### src/hdl/fpl_pkg.sv
package fpl_pkg;
    // clock and time base
    localparam int CLK_HZ       = 125_000_000;
    localparam int MS_CYCLES    = CLK_HZ / 1000;
    localparam int CTRL_DROP_MS = 100;
    localparam int DEBOUNCE_MS  = 5;

    // sizes
    localparam int LAMPS      = 48;
    localparam int PANEL      = 24;
    localparam int CTRL_KEYS  = 7;
    localparam int CTRL_STD   = 3;
    localparam int USER_KEYS  = 12;
    localparam int GRANT_KEYS = CTRL_KEYS + USER_KEYS;
    localparam int EVT_BITS   = GRANT_KEYS;

    // raw key channel positions
    localparam int CH_USER      = 7;
    localparam int CH_FRONT_RST = 19;
    localparam int CH_FIT       = 20;
    localparam int KEY_CH       = 21;

    // register byte offsets
    localparam logic [7:0] OFS_LAMP_MODE_LO  = 8'h00;
    localparam logic [7:0] OFS_LAMP_MODE_HI  = 8'h04;
    localparam logic [7:0] OFS_LAMP_RESET    = 8'h08;
    localparam logic [7:0] OFS_UKEY_MODE     = 8'h0c;
    localparam logic [7:0] OFS_CTRL_LOG_EN   = 8'h10;
    localparam logic [7:0] OFS_INT_STATUS    = 8'h14;
    localparam logic [7:0] OFS_INT_MASK      = 8'h18;
    localparam logic [7:0] OFS_KEY_STATE     = 8'h1c;
    localparam logic [7:0] OFS_LAMP_STATE_LO = 8'h20;
    localparam logic [7:0] OFS_LAMP_STATE_HI = 8'h24;
    localparam logic [7:0] OFS_HOLD_BASE     = 8'h40;
    localparam logic [7:0] OFS_HOLD_LAST     = 8'h6c;

    // field positions
    localparam int KS_USER_POS = 7;
    localparam int KS_FIT_POS  = 19;

    // values after reset
    localparam logic [47:0] LAMP_MODE_RST = 48'h0;
    localparam logic [23:0] UKEY_MODE_RST = 24'h0;
    localparam logic [6:0]  LOG_EN_RST    = 7'h7f;
    localparam logic [18:0] MASK_RST      = 19'h0;
    localparam logic [15:0] HOLD_RST      = 16'h0;

    typedef enum logic [1:0] {
        FPL_UKEY_DISABLED = 2'h0,
        FPL_UKEY_SELF     = 2'h1,
        FPL_UKEY_LATCHED  = 2'h2
    } fpl_ukey_mode_t;

    typedef enum logic [1:0] {
        FPL_MSG_NONE    = 2'h0,
        FPL_MSG_ACTIVE  = 2'h1,
        FPL_MSG_RELEASE = 2'h2
    } fpl_msg_t;
endpackage : fpl_pkg

### src/hdl/fpl_key_if.sv
`timescale 1ns/1ps
interface fpl_key_if;
    logic                        msTick;
    logic [fpl_pkg::KEY_CH-1:0]  clean;

    modport filt (input msTick, output clean);
    modport core (output msTick, input clean);
endinterface : fpl_key_if

### src/hdl/fpl_faceplate.sv
// Notes on behaviour
// 48 indicator lamps, each lit while its operand is high.
// lamps 1-24 drive panel two, lamps 25-48 drive panel three.
// self-reset lamp behaviour (default) follows the operand directly.
// latched lamp stays lit until front reset, remote reset or reset operand.
// three standard control keys, four more when the user option is fitted.
// each control key drives its active operand while held.
// control key active operand stretched 100 ms after release.
// control key press logs an event when enabled; release never does.
// one front key at a time; others ignored until it is released.
// twelve user keys, each with an on and an off operand.
// each user key lamp shows its on operand.
// disabled user key ignores the button, both operands low.
// self-reset user key: on while pressed, off is its complement.
// latched user key: every press toggles on, off is its complement.
// latched states saved to non-volatile storage and restored at power-up.
// self-reset on operand extended by the programmed drop-out time.
// title line plus active line shown while a user key is on.
// release line shown only on latched on-to-off, never for self-reset.
// keys synchronised and debounced; one press edge gives one toggle.
//
// Register access over Avalon-MM and the placing of the registers were decided locally.
`timescale 1ns/1ps
module fpl_faceplate #(
    parameter int MS_CYCLES = fpl_pkg::MS_CYCLES
) (
    // clock and reset
    input  wire logic                          clk,
    input  wire logic                          sys_rst,
    // avalon-mm slave
    input  wire logic [7:0]                    avs_address,
    input  wire logic                          avs_read,
    input  wire logic                          avs_write,
    input  wire logic [31:0]                   avs_writedata,
    output      logic [31:0]                   avs_readdata,
    output      logic                          avs_waitrequest,
    // logic engine operands
    input  wire logic [fpl_pkg::LAMPS-1:0]     lampOperand,
    input  wire logic                          lampResetOperand,
    // faceplate pins
    input  wire logic [fpl_pkg::KEY_CH-1:0]    rawKeys,
    // non-volatile storage
    input  wire logic                          nvRestoreValid,
    input  wire logic [fpl_pkg::USER_KEYS-1:0] nvRestoreData,
    output      logic                          nvSaveStrobe,
    output      logic [fpl_pkg::USER_KEYS-1:0] nvSaveData,
    // key operands
    output      logic [fpl_pkg::CTRL_KEYS-1:0] ctrl_key_active,
    output      logic [fpl_pkg::CTRL_KEYS-1:0] ctrlKeyEvent,
    output      logic [fpl_pkg::USER_KEYS-1:0] userKeyOn,
    output      logic [fpl_pkg::USER_KEYS-1:0] userKeyOff,
    output      logic [fpl_pkg::USER_KEYS-1:0] userKeyLamp,
    // lamp panels
    output      logic [fpl_pkg::PANEL-1:0]     panel2Lamp,
    output      logic [fpl_pkg::PANEL-1:0]     panel3Lamp,
    // message selection
    output      logic [3:0]                    msgKey,
    output      fpl_pkg::fpl_msg_t             msgKind,
    // interrupt
    output      logic                          irq
);
    localparam int NG = fpl_pkg::GRANT_KEYS;
    localparam int NU = fpl_pkg::USER_KEYS;
    localparam int NC = fpl_pkg::CTRL_KEYS;
    localparam logic [16:0] MS_LAST   = 17'(MS_CYCLES - 1);
    localparam logic [6:0]  CTRL_DROP = 7'(fpl_pkg::CTRL_DROP_MS);

    // lowest set bit of a key vector
    function automatic logic [4:0] first_set(input logic [NG-1:0] v);
        logic [4:0] idx;
        idx = 5'h00;
        for (int i = NG - 1; i >= 0; i--)
            if (v[i])
                idx = 5'(i);
        return idx;
    endfunction : first_set

    function automatic fpl_pkg::fpl_ukey_mode_t uk_mode(input logic [23:0] r, input int i);
        return fpl_pkg::fpl_ukey_mode_t'(r[2*i +: 2]);
    endfunction : uk_mode

    // registers
    logic [47:0]   lampMode;
    logic [23:0]   ukeyMode;
    logic [6:0]    logEn;
    logic [18:0]   intStatus;
    logic [18:0]   intMask;
    logic [15:0]   holdMs [NU];

    logic          busHit;
    logic          wrHit;
    logic          rdHit;
    logic          statusRead;
    logic          remoteReset;
    logic [31:0]   next_readdata;

    logic [16:0]   msCnt;
    logic          msTick;
    fpl_key_if     keyBus ();

    fpl_key_filter u_filter (
        .clk     (clk),
        .sys_rst (sys_rst),
        .rawKeys (rawKeys),
        .keys    (keyBus)
    );

    // one millisecond enable for all timers
    always_ff @(posedge clk)
    begin
        if (sys_rst)
        begin
            msCnt  <= 17'h00000;
            msTick <= 1'b0;
        end
        else
        begin
            msTick <= (msCnt == MS_LAST);
            msCnt  <= (msCnt == MS_LAST) ? 17'h00000 : msCnt + 17'h00001;
        end
    end
    assign keyBus.msTick = msTick;

    // key arbitration
    logic          fitted;
    logic [NG-1:0] avail;
    logic [NG-1:0] pressNow;
    logic [NG-1:0] pressPrev;
    logic [NG-1:0] rise;
    logic          ownerValid;
    logic [4:0]    ownerIdx;
    logic [NG-1:0] held;
    logic [NG-1:0] heldPrev;
    logic [NG-1:0] accRise;
    logic          frontPrev;
    logic          frontRise;

    assign fitted    = keyBus.clean[fpl_pkg::CH_FIT];
    assign avail     = {{NU{fitted}}, {(NC - fpl_pkg::CTRL_STD){fitted}},
                        {fpl_pkg::CTRL_STD{1'b1}}};
    assign pressNow  = keyBus.clean[NG-1:0] & avail;
    assign rise      = pressNow & ~pressPrev;
    assign held      = ownerValid ? (pressNow & NG'({{(NG-1){1'b0}}, 1'b1} << ownerIdx))
                                  : '0;
    assign accRise   = held & ~heldPrev;
    assign frontRise = keyBus.clean[fpl_pkg::CH_FRONT_RST] & ~frontPrev;

    always_ff @(posedge clk)
    begin
        if (sys_rst)
        begin
            pressPrev <= '0;
            heldPrev  <= '0;
            frontPrev <= 1'b0;
        end
        else
        begin
            pressPrev <= pressNow;
            heldPrev  <= held;
            frontPrev <= keyBus.clean[fpl_pkg::CH_FRONT_RST];
        end
    end

    // a key held across the owner's release needs a fresh edge to be taken
    always_ff @(posedge clk)
    begin
        if (sys_rst)
        begin
            ownerValid <= 1'b0;
            ownerIdx   <= 5'h00;
        end
        else if (ownerValid)
        begin
            if (!pressNow[ownerIdx])
                ownerValid <= 1'b0;
        end
        else if (|rise)
        begin
            ownerValid <= 1'b1;
            ownerIdx   <= first_set(rise);
        end
    end

    // control keys
    logic [6:0]    ctrlCnt [NC];
    logic [NC-1:0] next_ctrlActive;

    always_ff @(posedge clk)
    begin
        if (sys_rst)
            for (int i = 0; i < NC; i++)
                ctrlCnt[i] <= 7'h00;
        else
            for (int i = 0; i < NC; i++)
                if (held[i])
                    ctrlCnt[i] <= CTRL_DROP;
                else if (msTick && ctrlCnt[i] != 7'h00)
                    ctrlCnt[i] <= ctrlCnt[i] - 7'h01;
    end

    always_comb
    begin
        for (int i = 0; i < NC; i++)
            next_ctrlActive[i] = held[i] || ctrlCnt[i] != 7'h00; // see
    end

    always_ff @(posedge clk)
    begin
        if (sys_rst)
        begin
            ctrl_key_active <= '0;
            ctrlKeyEvent    <= '0;
        end
        else
        begin
            ctrl_key_active <= next_ctrlActive;
            ctrlKeyEvent    <= accRise[NC-1:0] & logEn;
        end
    end

    // user keys
    logic [NU-1:0] userHeld;
    logic [NU-1:0] userAcc;
    logic [15:0]   holdCnt [NU];
    logic [NU-1:0] latchState;
    logic [NU-1:0] next_latch;
    logic [NU-1:0] next_on;
    logic [NU-1:0] next_off;
    logic [NU-1:0] latchedMask;
    logic [NU-1:0] toggles;

    assign userHeld = held[NG-1:NC];
    assign userAcc  = accRise[NG-1:NC];

    always_ff @(posedge clk)
    begin
        if (sys_rst)
            for (int i = 0; i < NU; i++)
                holdCnt[i] <= 16'h0000;
        else
            for (int i = 0; i < NU; i++)
                if (userHeld[i])
                    holdCnt[i] <= holdMs[i];
                else if (msTick && holdCnt[i] != 16'h0000)
                    holdCnt[i] <= holdCnt[i] - 16'h0001;
    end

    always_comb
    begin
        for (int i = 0; i < NU; i++)
        begin
            latchedMask[i] = uk_mode(ukeyMode, i) == fpl_pkg::FPL_UKEY_LATCHED;
            toggles[i]     = userAcc[i] && latchedMask[i];
            next_latch[i]  = nvRestoreValid ? nvRestoreData[i]
                                            : latchState[i] ^ toggles[i];
            next_on[i]     = 1'b0;
            next_off[i]    = 1'b0;
            case (uk_mode(ukeyMode, i))
                fpl_pkg::FPL_UKEY_SELF:
                begin
                    next_on[i]  = userHeld[i] || holdCnt[i] != 16'h0000; // see
                    next_off[i] = !next_on[i];
                end
                fpl_pkg::FPL_UKEY_LATCHED:
                begin
                    next_on[i]  = next_latch[i];
                    next_off[i] = !next_latch[i];
                end
                default:
                begin
                    next_on[i]  = 1'b0;
                    next_off[i] = 1'b0;
                end
            endcase
        end
    end

    // latched states leave the block on every change except a restore, so storage can follow
    always_ff @(posedge clk)
    begin
        if (sys_rst)
        begin
            latchState   <= '0;
            nvSaveStrobe <= 1'b0;
            nvSaveData   <= '0;
        end
        else
        begin
            latchState   <= next_latch;
            nvSaveStrobe <= (next_latch != latchState) && !nvRestoreValid;
            nvSaveData   <= next_latch;
        end
    end

    always_ff @(posedge clk)
    begin
        if (sys_rst)
        begin
            userKeyOn   <= '0;
            userKeyOff  <= '0;
            userKeyLamp <= '0;
        end
        else
        begin
            userKeyOn   <= next_on;
            userKeyOff  <= next_off;
            userKeyLamp <= next_on;
        end
    end

    // messages: text lives in the display, the block picks key and line
    logic [NU-1:0] onRise;
    logic [NU-1:0] onFall;

    assign onRise = next_on & ~userKeyOn;
    assign onFall = ~next_on & userKeyOn;

    always_ff @(posedge clk)
    begin
        if (sys_rst)
        begin
            msgKey  <= 4'h0;
            msgKind <= fpl_pkg::FPL_MSG_NONE;
        end
        else if (|onRise)
        begin
            msgKey  <= 4'(first_set(NG'(onRise)));
            msgKind <= fpl_pkg::FPL_MSG_ACTIVE;
        end
        else if (|(onFall & latchedMask))
        begin
            msgKey  <= 4'(first_set(NG'(onFall & latchedMask)));
            msgKind <= fpl_pkg::FPL_MSG_RELEASE;
        end
        else if (onFall[msgKey])
            msgKind <= fpl_pkg::FPL_MSG_NONE;
    end

    // indicator lamps
    logic [47:0]   lampLatch;
    logic [47:0]   next_lampLatch;
    logic [47:0]   next_lamp;
    logic          lampClr;

    assign lampClr        = frontRise || remoteReset || lampResetOperand;
    assign next_lampLatch = (lampLatch & ~{48{lampClr}}) | lampOperand;
    assign next_lamp      = (lampMode & next_lampLatch) | (~lampMode & lampOperand); // see

    always_ff @(posedge clk)
    begin
        if (sys_rst)
        begin
            lampLatch  <= '0;
            panel2Lamp <= '0;
            panel3Lamp <= '0;
        end
        else
        begin
            lampLatch  <= next_lampLatch;
            panel2Lamp <= next_lamp[fpl_pkg::PANEL-1:0];
            panel3Lamp <= next_lamp[fpl_pkg::LAMPS-1:fpl_pkg::PANEL];
        end
    end

    // bus slave: one wait state, access completes where waitrequest is low
    assign busHit      = (avs_read || avs_write) && !avs_waitrequest;
    assign wrHit       = busHit && avs_write;
    assign rdHit       = busHit && avs_read;
    assign statusRead  = rdHit && avs_address[7:2] == fpl_pkg::OFS_INT_STATUS[7:2];
    assign remoteReset = wrHit && avs_address[7:2] == fpl_pkg::OFS_LAMP_RESET[7:2]
                         && avs_writedata[0];

    always_ff @(posedge clk)
    begin
        if (sys_rst)
            avs_waitrequest <= 1'b1;
        else if (avs_waitrequest && (avs_read || avs_write))
            avs_waitrequest <= 1'b0;
        else
            avs_waitrequest <= 1'b1;
    end

    always_comb
    begin
        next_readdata = 32'h00000000;
        case (avs_address[7:2])
            fpl_pkg::OFS_LAMP_MODE_LO[7:2]:  next_readdata = lampMode[31:0];
            fpl_pkg::OFS_LAMP_MODE_HI[7:2]:  next_readdata = {16'h0000, lampMode[47:32]};
            fpl_pkg::OFS_UKEY_MODE[7:2]:     next_readdata = {8'h00, ukeyMode};
            fpl_pkg::OFS_CTRL_LOG_EN[7:2]:   next_readdata = {25'h0000000, logEn};
            fpl_pkg::OFS_INT_STATUS[7:2]:    next_readdata = {13'h0000, intStatus};
            fpl_pkg::OFS_INT_MASK[7:2]:      next_readdata = {13'h0000, intMask};
            fpl_pkg::OFS_KEY_STATE[7:2]:
                next_readdata = {12'h000, fitted, userKeyOn, ctrl_key_active};
            fpl_pkg::OFS_LAMP_STATE_LO[7:2]: next_readdata = {panel3Lamp[7:0], panel2Lamp};
            fpl_pkg::OFS_LAMP_STATE_HI[7:2]: next_readdata = {16'h0000, panel3Lamp[23:8]};
            default:
            begin
                if (avs_address >= fpl_pkg::OFS_HOLD_BASE
                    && avs_address <= fpl_pkg::OFS_HOLD_LAST)
                    next_readdata = {16'h0000, holdMs[4'(avs_address[7:2] - 6'h10)]};
            end
        endcase
    end

    always_ff @(posedge clk)
    begin
        if (sys_rst)
            avs_readdata <= 32'h00000000;
        else if (avs_waitrequest && avs_read)
            avs_readdata <= next_readdata;
    end

    always_ff @(posedge clk)
    begin
        if (sys_rst)
        begin
            lampMode <= fpl_pkg::LAMP_MODE_RST;
            ukeyMode <= fpl_pkg::UKEY_MODE_RST;
            logEn    <= fpl_pkg::LOG_EN_RST;
            intMask  <= fpl_pkg::MASK_RST;
            for (int i = 0; i < NU; i++)
                holdMs[i] <= fpl_pkg::HOLD_RST;
        end
        else if (wrHit)
        begin
            case (avs_address[7:2])
                fpl_pkg::OFS_LAMP_MODE_LO[7:2]: lampMode[31:0]  <= avs_writedata;
                fpl_pkg::OFS_LAMP_MODE_HI[7:2]: lampMode[47:32] <= avs_writedata[15:0];
                fpl_pkg::OFS_UKEY_MODE[7:2]:    ukeyMode        <= avs_writedata[23:0];
                fpl_pkg::OFS_CTRL_LOG_EN[7:2]:  logEn           <= avs_writedata[6:0];
                fpl_pkg::OFS_INT_MASK[7:2]:     intMask         <= avs_writedata[18:0];
                default:
                begin
                    if (avs_address >= fpl_pkg::OFS_HOLD_BASE
                        && avs_address <= fpl_pkg::OFS_HOLD_LAST)
                        holdMs[4'(avs_address[7:2] - 6'h10)] <= avs_writedata[15:0];
                end
            endcase
        end
    end

    // sticky events: a read clears only the bits it returned, so no event is lost
    always_ff @(posedge clk)
    begin
        if (sys_rst)
        begin
            intStatus <= '0;
            irq       <= 1'b0;
        end
        else
        begin
            intStatus <= (intStatus & ~(avs_readdata[18:0] & {19{statusRead}}))
                         | {toggles, accRise[NC-1:0] & logEn};
            irq       <= |(intStatus & intMask);
        end
    end
endmodule : fpl_faceplate

### src/hdl/fpl_key_filter.sv
`timescale 1ns/1ps
module fpl_key_filter #(
    parameter int DEB_MS = fpl_pkg::DEBOUNCE_MS
) (
    // clock and reset
    input  wire logic                       clk,
    input  wire logic                       sys_rst,
    // raw pins
    input  wire logic [fpl_pkg::KEY_CH-1:0] rawKeys,
    // filtered levels
    fpl_key_if.filt                         keys
);
    localparam int N = fpl_pkg::KEY_CH;
    localparam logic [7:0] DEB_LAST = 8'(DEB_MS - 1);

    logic [N-1:0] syncA;
    logic [N-1:0] syncB;
    logic [7:0]   stableCnt [N];

    // two flops before anything looks at the pins
    always_ff @(posedge clk)
    begin
        if (sys_rst)
        begin
            syncA <= '0;
            syncB <= '0;
        end
        else
        begin
            syncA <= rawKeys;
            syncB <= syncA;
        end
    end

    // a level change must hold for the whole debounce time; bounces restart it
    always_ff @(posedge clk)
    begin
        if (sys_rst)
        begin
            keys.clean <= '0;
            for (int i = 0; i < N; i++)
                stableCnt[i] <= 8'h00;
        end
        else
        begin
            for (int i = 0; i < N; i++)
            begin
                if (syncB[i] == keys.clean[i])
                    stableCnt[i] <= 8'h00;
                else if (keys.msTick)
                begin
                    if (stableCnt[i] == DEB_LAST)
                    begin
                        keys.clean[i] <= syncB[i];
                        stableCnt[i]  <= 8'h00;
                    end
                    else
                        stableCnt[i] <= stableCnt[i] + 8'h01;
                end
            end
        end
    end
endmodule : fpl_key_filter

### config.mk
export PLATFORM = sky130hd
export DESIGN_NAME = fpl_faceplate
export DESIGN_NICKNAME = d
export VERILOG_FILES = /design/src/hdl/fpl_pkg.sv /design/src/hdl/fpl_key_if.sv /design/src/hdl/fpl_faceplate.sv /design/src/hdl/fpl_key_filter.sv
export SDC_FILE = /design/constraint.sdc
export NUM_CORES = 2
export LEC_CHECK = 0
export BUFFER_PORTS_ARGS = -buffer_cell sky130_fd_sc_hd__buf_2
export CAP_MARGIN = 20
export CORE_ASPECT_RATIO = 0.5
export CORE_MARGIN = 4
export CORE_UTILIZATION = 40
export DETAILED_ROUTE_END_ITERATION = 6
export MAX_ROUTING_LAYER = met4
export PLACE_DENSITY = 0.65
export SLEW_MARGIN = 20
export SYNTH_ARGS = -nofsm -noshare
export SYNTH_HDL_FRONTEND = slang
export SYNTH_SLANG_ARGS = --single-unit
export TNS_END_PERCENT = 20
### constraint.sdc
create_clock -name clk -period 3.55 [get_ports clk]
set_clock_uncertainty 0.1 [all_clocks]
set_input_delay 0 -clock clk [delete_from_list [all_inputs] [get_ports clk]]
set_output_delay 0 -clock clk [all_outputs]
set_load 0.05 [all_outputs]
# Word-level counts from Yosys, hierarchy flattened
# Memory sizes are Yosys's and may differ from the RTL's.
# Index checks and enable logic that the tools add are counted.
[totals] mem_count=4 latch_bits=0 romBits=0 regBits=430 output_inout_bits=151 word_cells=1107 ramBits=601
[mem_list] memory="holdCnt" words=12 word_bits=16 rd=12 rd_ports_with_merged_regs=0 write_ports=12 line_no="fpl_faceplate.sv:224" rtl="logic [15:0] holdCnt [NU];"
[mem_list] memory="holdMs" words=12 word_bits=16 rd=13 rd_ports_with_merged_regs=0 write_ports=12 line_no="fpl_faceplate.sv:88" rtl="logic [15:0] holdMs [NU];"
[mem_list] memory="u_filter.stableCnt" words=21 word_bits=8 rd=21 rd_ports_with_merged_regs=0 write_ports=21 line_no="fpl_key_filter.sv:18" rtl="logic [7:0] stableCnt [N];"
[mem_list] memory="ctrlCnt" words=7 word_bits=7 rd=7 rd_ports_with_merged_regs=0 write_ports=7 line_no="fpl_faceplate.sv:185" rtl="logic [6:0] ctrlCnt [NC];"
[classes] shift=1 add_sub_neg=42 div=0 mux=619 mul=0 order_cmp=4 n_eq_ne=77 n_reduce_logical=147 n_bitwise=162
[ops] op="8-bit two-way mux" n=63
[ops] op="1-bit two-way mux" n=433
[ops] op="16-bit two-way mux" n=26
[ops] op="32-bit one-hot mux with 9 select lines" n=1
[ops] op="16-bit nonzero test" n=12
[ops] op="16-bit by 1-bit subtractor with 16-bit output (second input constant)" n=12
[ops] op="8-bit by 1-bit adder with 8-bit output (second input constant)" n=21
[ops] op="8-bit by 3-bit equality test with 1-bit output (second input constant)" n=21
[ops] op="48-bit bitwise AND" n=3
[ops] op="19-bit bitwise AND" n=7
[ops] op="4-bit two-way mux" n=33
[ops] op="1-bit bitwise OR" n=101
[ops] op="7-bit two-way mux" n=14
[ops] op="48-bit NOT" n=2
[ops] op="48-bit bitwise OR" n=2
[ops] op="5-bit two-way mux" n=19
[ops] op="3-bit AND reduction" n=21
[ops] op="19-bit NOT" n=3
[ops] op="7-bit nonzero test" n=7
[ops] op="7-bit by 1-bit subtractor with 7-bit output (second input constant)" n=7
[ops] op="12-bit bitwise AND" n=4
[ops] op="1-bit one-hot mux with 2 select lines" n=24
[ops] op="1-bit logical AND" n=41
[ops] op="19-bit OR reduction" n=2
[ops] op="37 further kinds" n=173

# Depth between registers and ports, before layout
[logic_depth] depth_word=25 ltp_mapped=12 depth_no_buf=11

# Hierarchy
# Synthesis repeated with hierarchy kept, for this count alone.
[unflattened] cells_unflattened=4966 hier_area_um2=51775.9
[modules_own_cells] module="fpl_faceplate" cells_each=3831 seq_area_each_um2=21670.8 area_each_um2=39845.7 n_inst=1
[modules_own_cells] module="fpl_key_filter" cells_each=1135 seq_area_each_um2=6306.0 area_each_um2=11930.2 n_inst=1

# Least setup slack after synthesis
# Ideal clock, no wire load.
[synth_timing] path_kind="reg-to-reg" from="memory holdCnt[0][0]" to="register msgKey[0]" path_slack_ns=0.144 period_less_slack_ns=3.406 t_arrival_ns=3.218 t_required_ns=3.362 path_stages_with_launch=13 setup_ns=0.088 n_path_buf=1 cell_sequence="edfxtp_1 -> inv_1 -> ha_1 -> or4b_4 -> or4_1 -> buf_2 -> o311ai_2 -> o2111ai_1 -> nand2_1 -> nor4_1 -> and2_4 -> or4b_4 -> a311oi_2"
[synth_lines] element="start: declaration" line_no="fpl_faceplate.sv:224"
[synth_lines] element="end signal: assignment" line_no="fpl_faceplate.sv:327" rtl="msgKey <= 4'(first_set(NG'(onRise)));"
[synth_lines] element="end signal: assignment" line_no="fpl_faceplate.sv:332" rtl="msgKey <= 4'(first_set(NG'(onFall & latchedMask)));"
[synth_lines] element="end: declaration" line_no="fpl_faceplate.sv:57" rtl="output logic [3:0] msgKey,"

==> qor.txt <==
crit-path most repeated cell: or4_1
placed inst area: 0.0548 mm^2
status: finished, violations left
Final Non-Filler Cells: 7214
Async S/R FF share, synth: 0%
Fin Setup TNS: 0 ns
Post-Place Cells: 6795
Initial Utilization: 40.7%
I/O Buffers: 277
crit-path max cell delay: 0.58 ns
fin area: 0.0605 mm^2
Post-synth EDFFs: 641
TritonCTS clock tree: yes
GRT Util Overall: 25.1%
initial antenna violation count: 12
share of layout cells above drive strength 1: 14.3%
Hold Fails Final Rpt: 0
via count: 40900
Syn-to-layout area delta: 19.6%
Power Total: 26.7 mW
clock-pin slew of the registers on the worst-case setup and hold paths: 0.07 ns
Final Setup Violations: 0
CTS max path bufs: 3
register area: 0.0279 mm^2
antenna viol nets, final: 0
Max Cap Viol: 0
hpwl dp: 120000 um
Crit Path Class: reg -> reg
Max Clk Rate: 292 MHz
synth unique cells: 100
Max VDD drop: 0.429 mV
crit-path max FO: 5
Fin Hold WS: 0.0175 ns
Syn Std Cell Area: 0.0506 mm^2
Core Rows: 91
Cell Chain, Critical Path: or4_1, or4_1, o31ai_4, a21oi_1, o2bb2ai_1, or3b_4, nor4b_4, nand3_1, a2bb2o_1
die area: 0.132 mm^2
FF+latch count, synth: 1071
pin count of the biggest net entering global routing: 120
Tcrit/Tclk final: 96.5%
GP Congestion: 0.986
Syn Inst Count: 4831
Max Slew Vio Count: 0
leakage: 22.1 nW
DR top layer: met4
met2 routed WL: 74500 um
startpoint types: flip-flop
DR pass1 iterations: 7
CP endpoint kind: flip-flop
drt wl/cell: 23.1 um
Root Driver: clkbuf_16
type of the tightest min-delay check: in -> reg
worst skew pair latency: 0.74 ns
top post-synthesis cells by area: edfxtp_1 38%, dfxtp_1 17%, nor2_1 4.6%
die span in y: 259 um
Fillers: 11100
number of synthesis warnings: 0
num ports: 278
cts bufs inserted: 100
relative slew slack: 29.2%
area leader, netlist: edfxtp_1
DR DRC count: 1
failing checks: DRC
Initial DRC Count: 4794
core footprint: 0.124 mm^2
clock sink count: 1071
DR vias/cell: 5.66
first-pass GRT wire length: 246000 um
most frequent cells in the layout: 641 x edfxtp_1, 619 x nor2_1, 520 x nand2_1
met3 WL: 17100 um
Most used DFF post-synth: edfxtp_1
most common cell after layout, fill and taps aside: edfxtp_1
critical path arrival: 4.00 ns
worst slew pin tran: 1.05 ns
Required @ worst endpoint: 4.12 ns
Multi-input gate area: 0.0216 mm^2
# nets final: 5658
min Tclk post-route: 3.43 ns
pwr dens: 442 mW/mm^2
H-tree depth: 3
DRT met1 WL: 65800 um
vias in the first global route: 39400
Die Wd: 511 um
Crit-path slowest cell: or4_1
sequential fraction of the synthesis area: 55.1%
Yosys top cell area share: 38.1%
Avg Cell Area, Syn: 10.5 um^2
Total Routed Length: 167000 um
GRT overflow: 0
-- kinds of logic after synthesis --
logic type      synth area share (%)
mux                             3.57
compound gates                  10.1
flops                           55.1
fa+ha+maj                       2.18
simple gates                    19.9
other cells                  0.00742
buf+inv                         2.91
xor+xnor                        6.18
-- path summary, 6_finish.rpt --
| check | startpoint | slack (ns) | depth (start not counted) | end |
|---|---|---|---|---|
| setup / recovery | holdCnt[1][10] | 0.12 | 9 | msgKind[1] |
| hold / removal | avs_writedata[16] | 0.02 | 4 | intMask[16] |
| setup reg to reg | holdCnt[1][10] | 0.12 | 9 | msgKind[1] |
| hold reg to reg | u_filter.syncA[7] | 0.35 | 1 | u_filter.syncB[7] |
-- stage by stage --
step	setup slack, ns	utilization [%]
2_1_floorplan	0.144	-
3_3_place_gp	-0.103	44.1
3_5_place_dp	-0.112	44.1
4_1_cts	0.00294	48.5
5_1_grt	-0.0107	48.6
6_report	0.125	48.6
-- final cells by class --
| type | instances | area share (%) |
|---|---|---|
| clock inverter | 35 | 0.565 |
| timing repair buffer | 691 | 8.38 |
| multi-input combinational | 3427 | 35.7 |
| clock buffer | 152 | 4.86 |
| inverter | 152 | 0.943 |
| tap | 1674 | 3.46 |
| sequential | 1071 | 46.1 |
| antenna | 12 | 0.0497 |
-- routing by layer --
metal	vias to the layer above	track usage [%]
met5	-	-
met4	0	12.4
met3	471	6.33
met2	2038	38.1
met1	19900	31.5
li1	18400	-
-- cells in the mapped netlist (all sizes together) (18+ instances only) --
cell type  count
a221oi        22
a22oi         48
nand4bb       19
or4           19
nor4b         23
buf           31
ha            88
xnor2        172
nand3b        23
nor3          88
nand2b        46
and3          45
o31ai         18
and2         226
nor2         625
a21oi        239
nand2        520
edfxtp       641
a31oi         27
nand3        164
nor2b         75
xor2         185
nor4          63
o21ai        175
o21a          51
inv          152
nand4         24
clkbuf       188
dfxtp        430
or3           41
mux4          70
a222oi        25
a211oi        69
-- power by group --
part | switching, mW | internal, mW | total [mW]
sequential | 0.337 | 13.5 | 13.8
combinational | 1.16 | 0.710 | 1.87
clock | 4.97 | 6.05 | 11.0
-- repair_timing --
action | CTS | global route
buffers inserted | 0 | 5
setup endpoints to repair | 3 | 5
resized for setup | 3 | 21
endpoints found under the hold margin | 580 | 0
pin swaps | 0 | 9
hold buffers | 215 | 0
-- critical path, delay by kind of cell, from the launching register on --
kind,cells,cell delay [ns]
simple gates,5,2.00
flops,1,0.39
compound gates,4,0.89
-- state kept, by name, summed over array words and instances (netlist names), 32 cells and up --
register / count
avs_readdata: 32
ctrlCnt: 49
holdCnt: 192
holdMs: 232
lampLatch: 48
lampMode: 48
u_filter.stableCnt: 168
No activity file was read; power rests on OpenSTA's default activity.
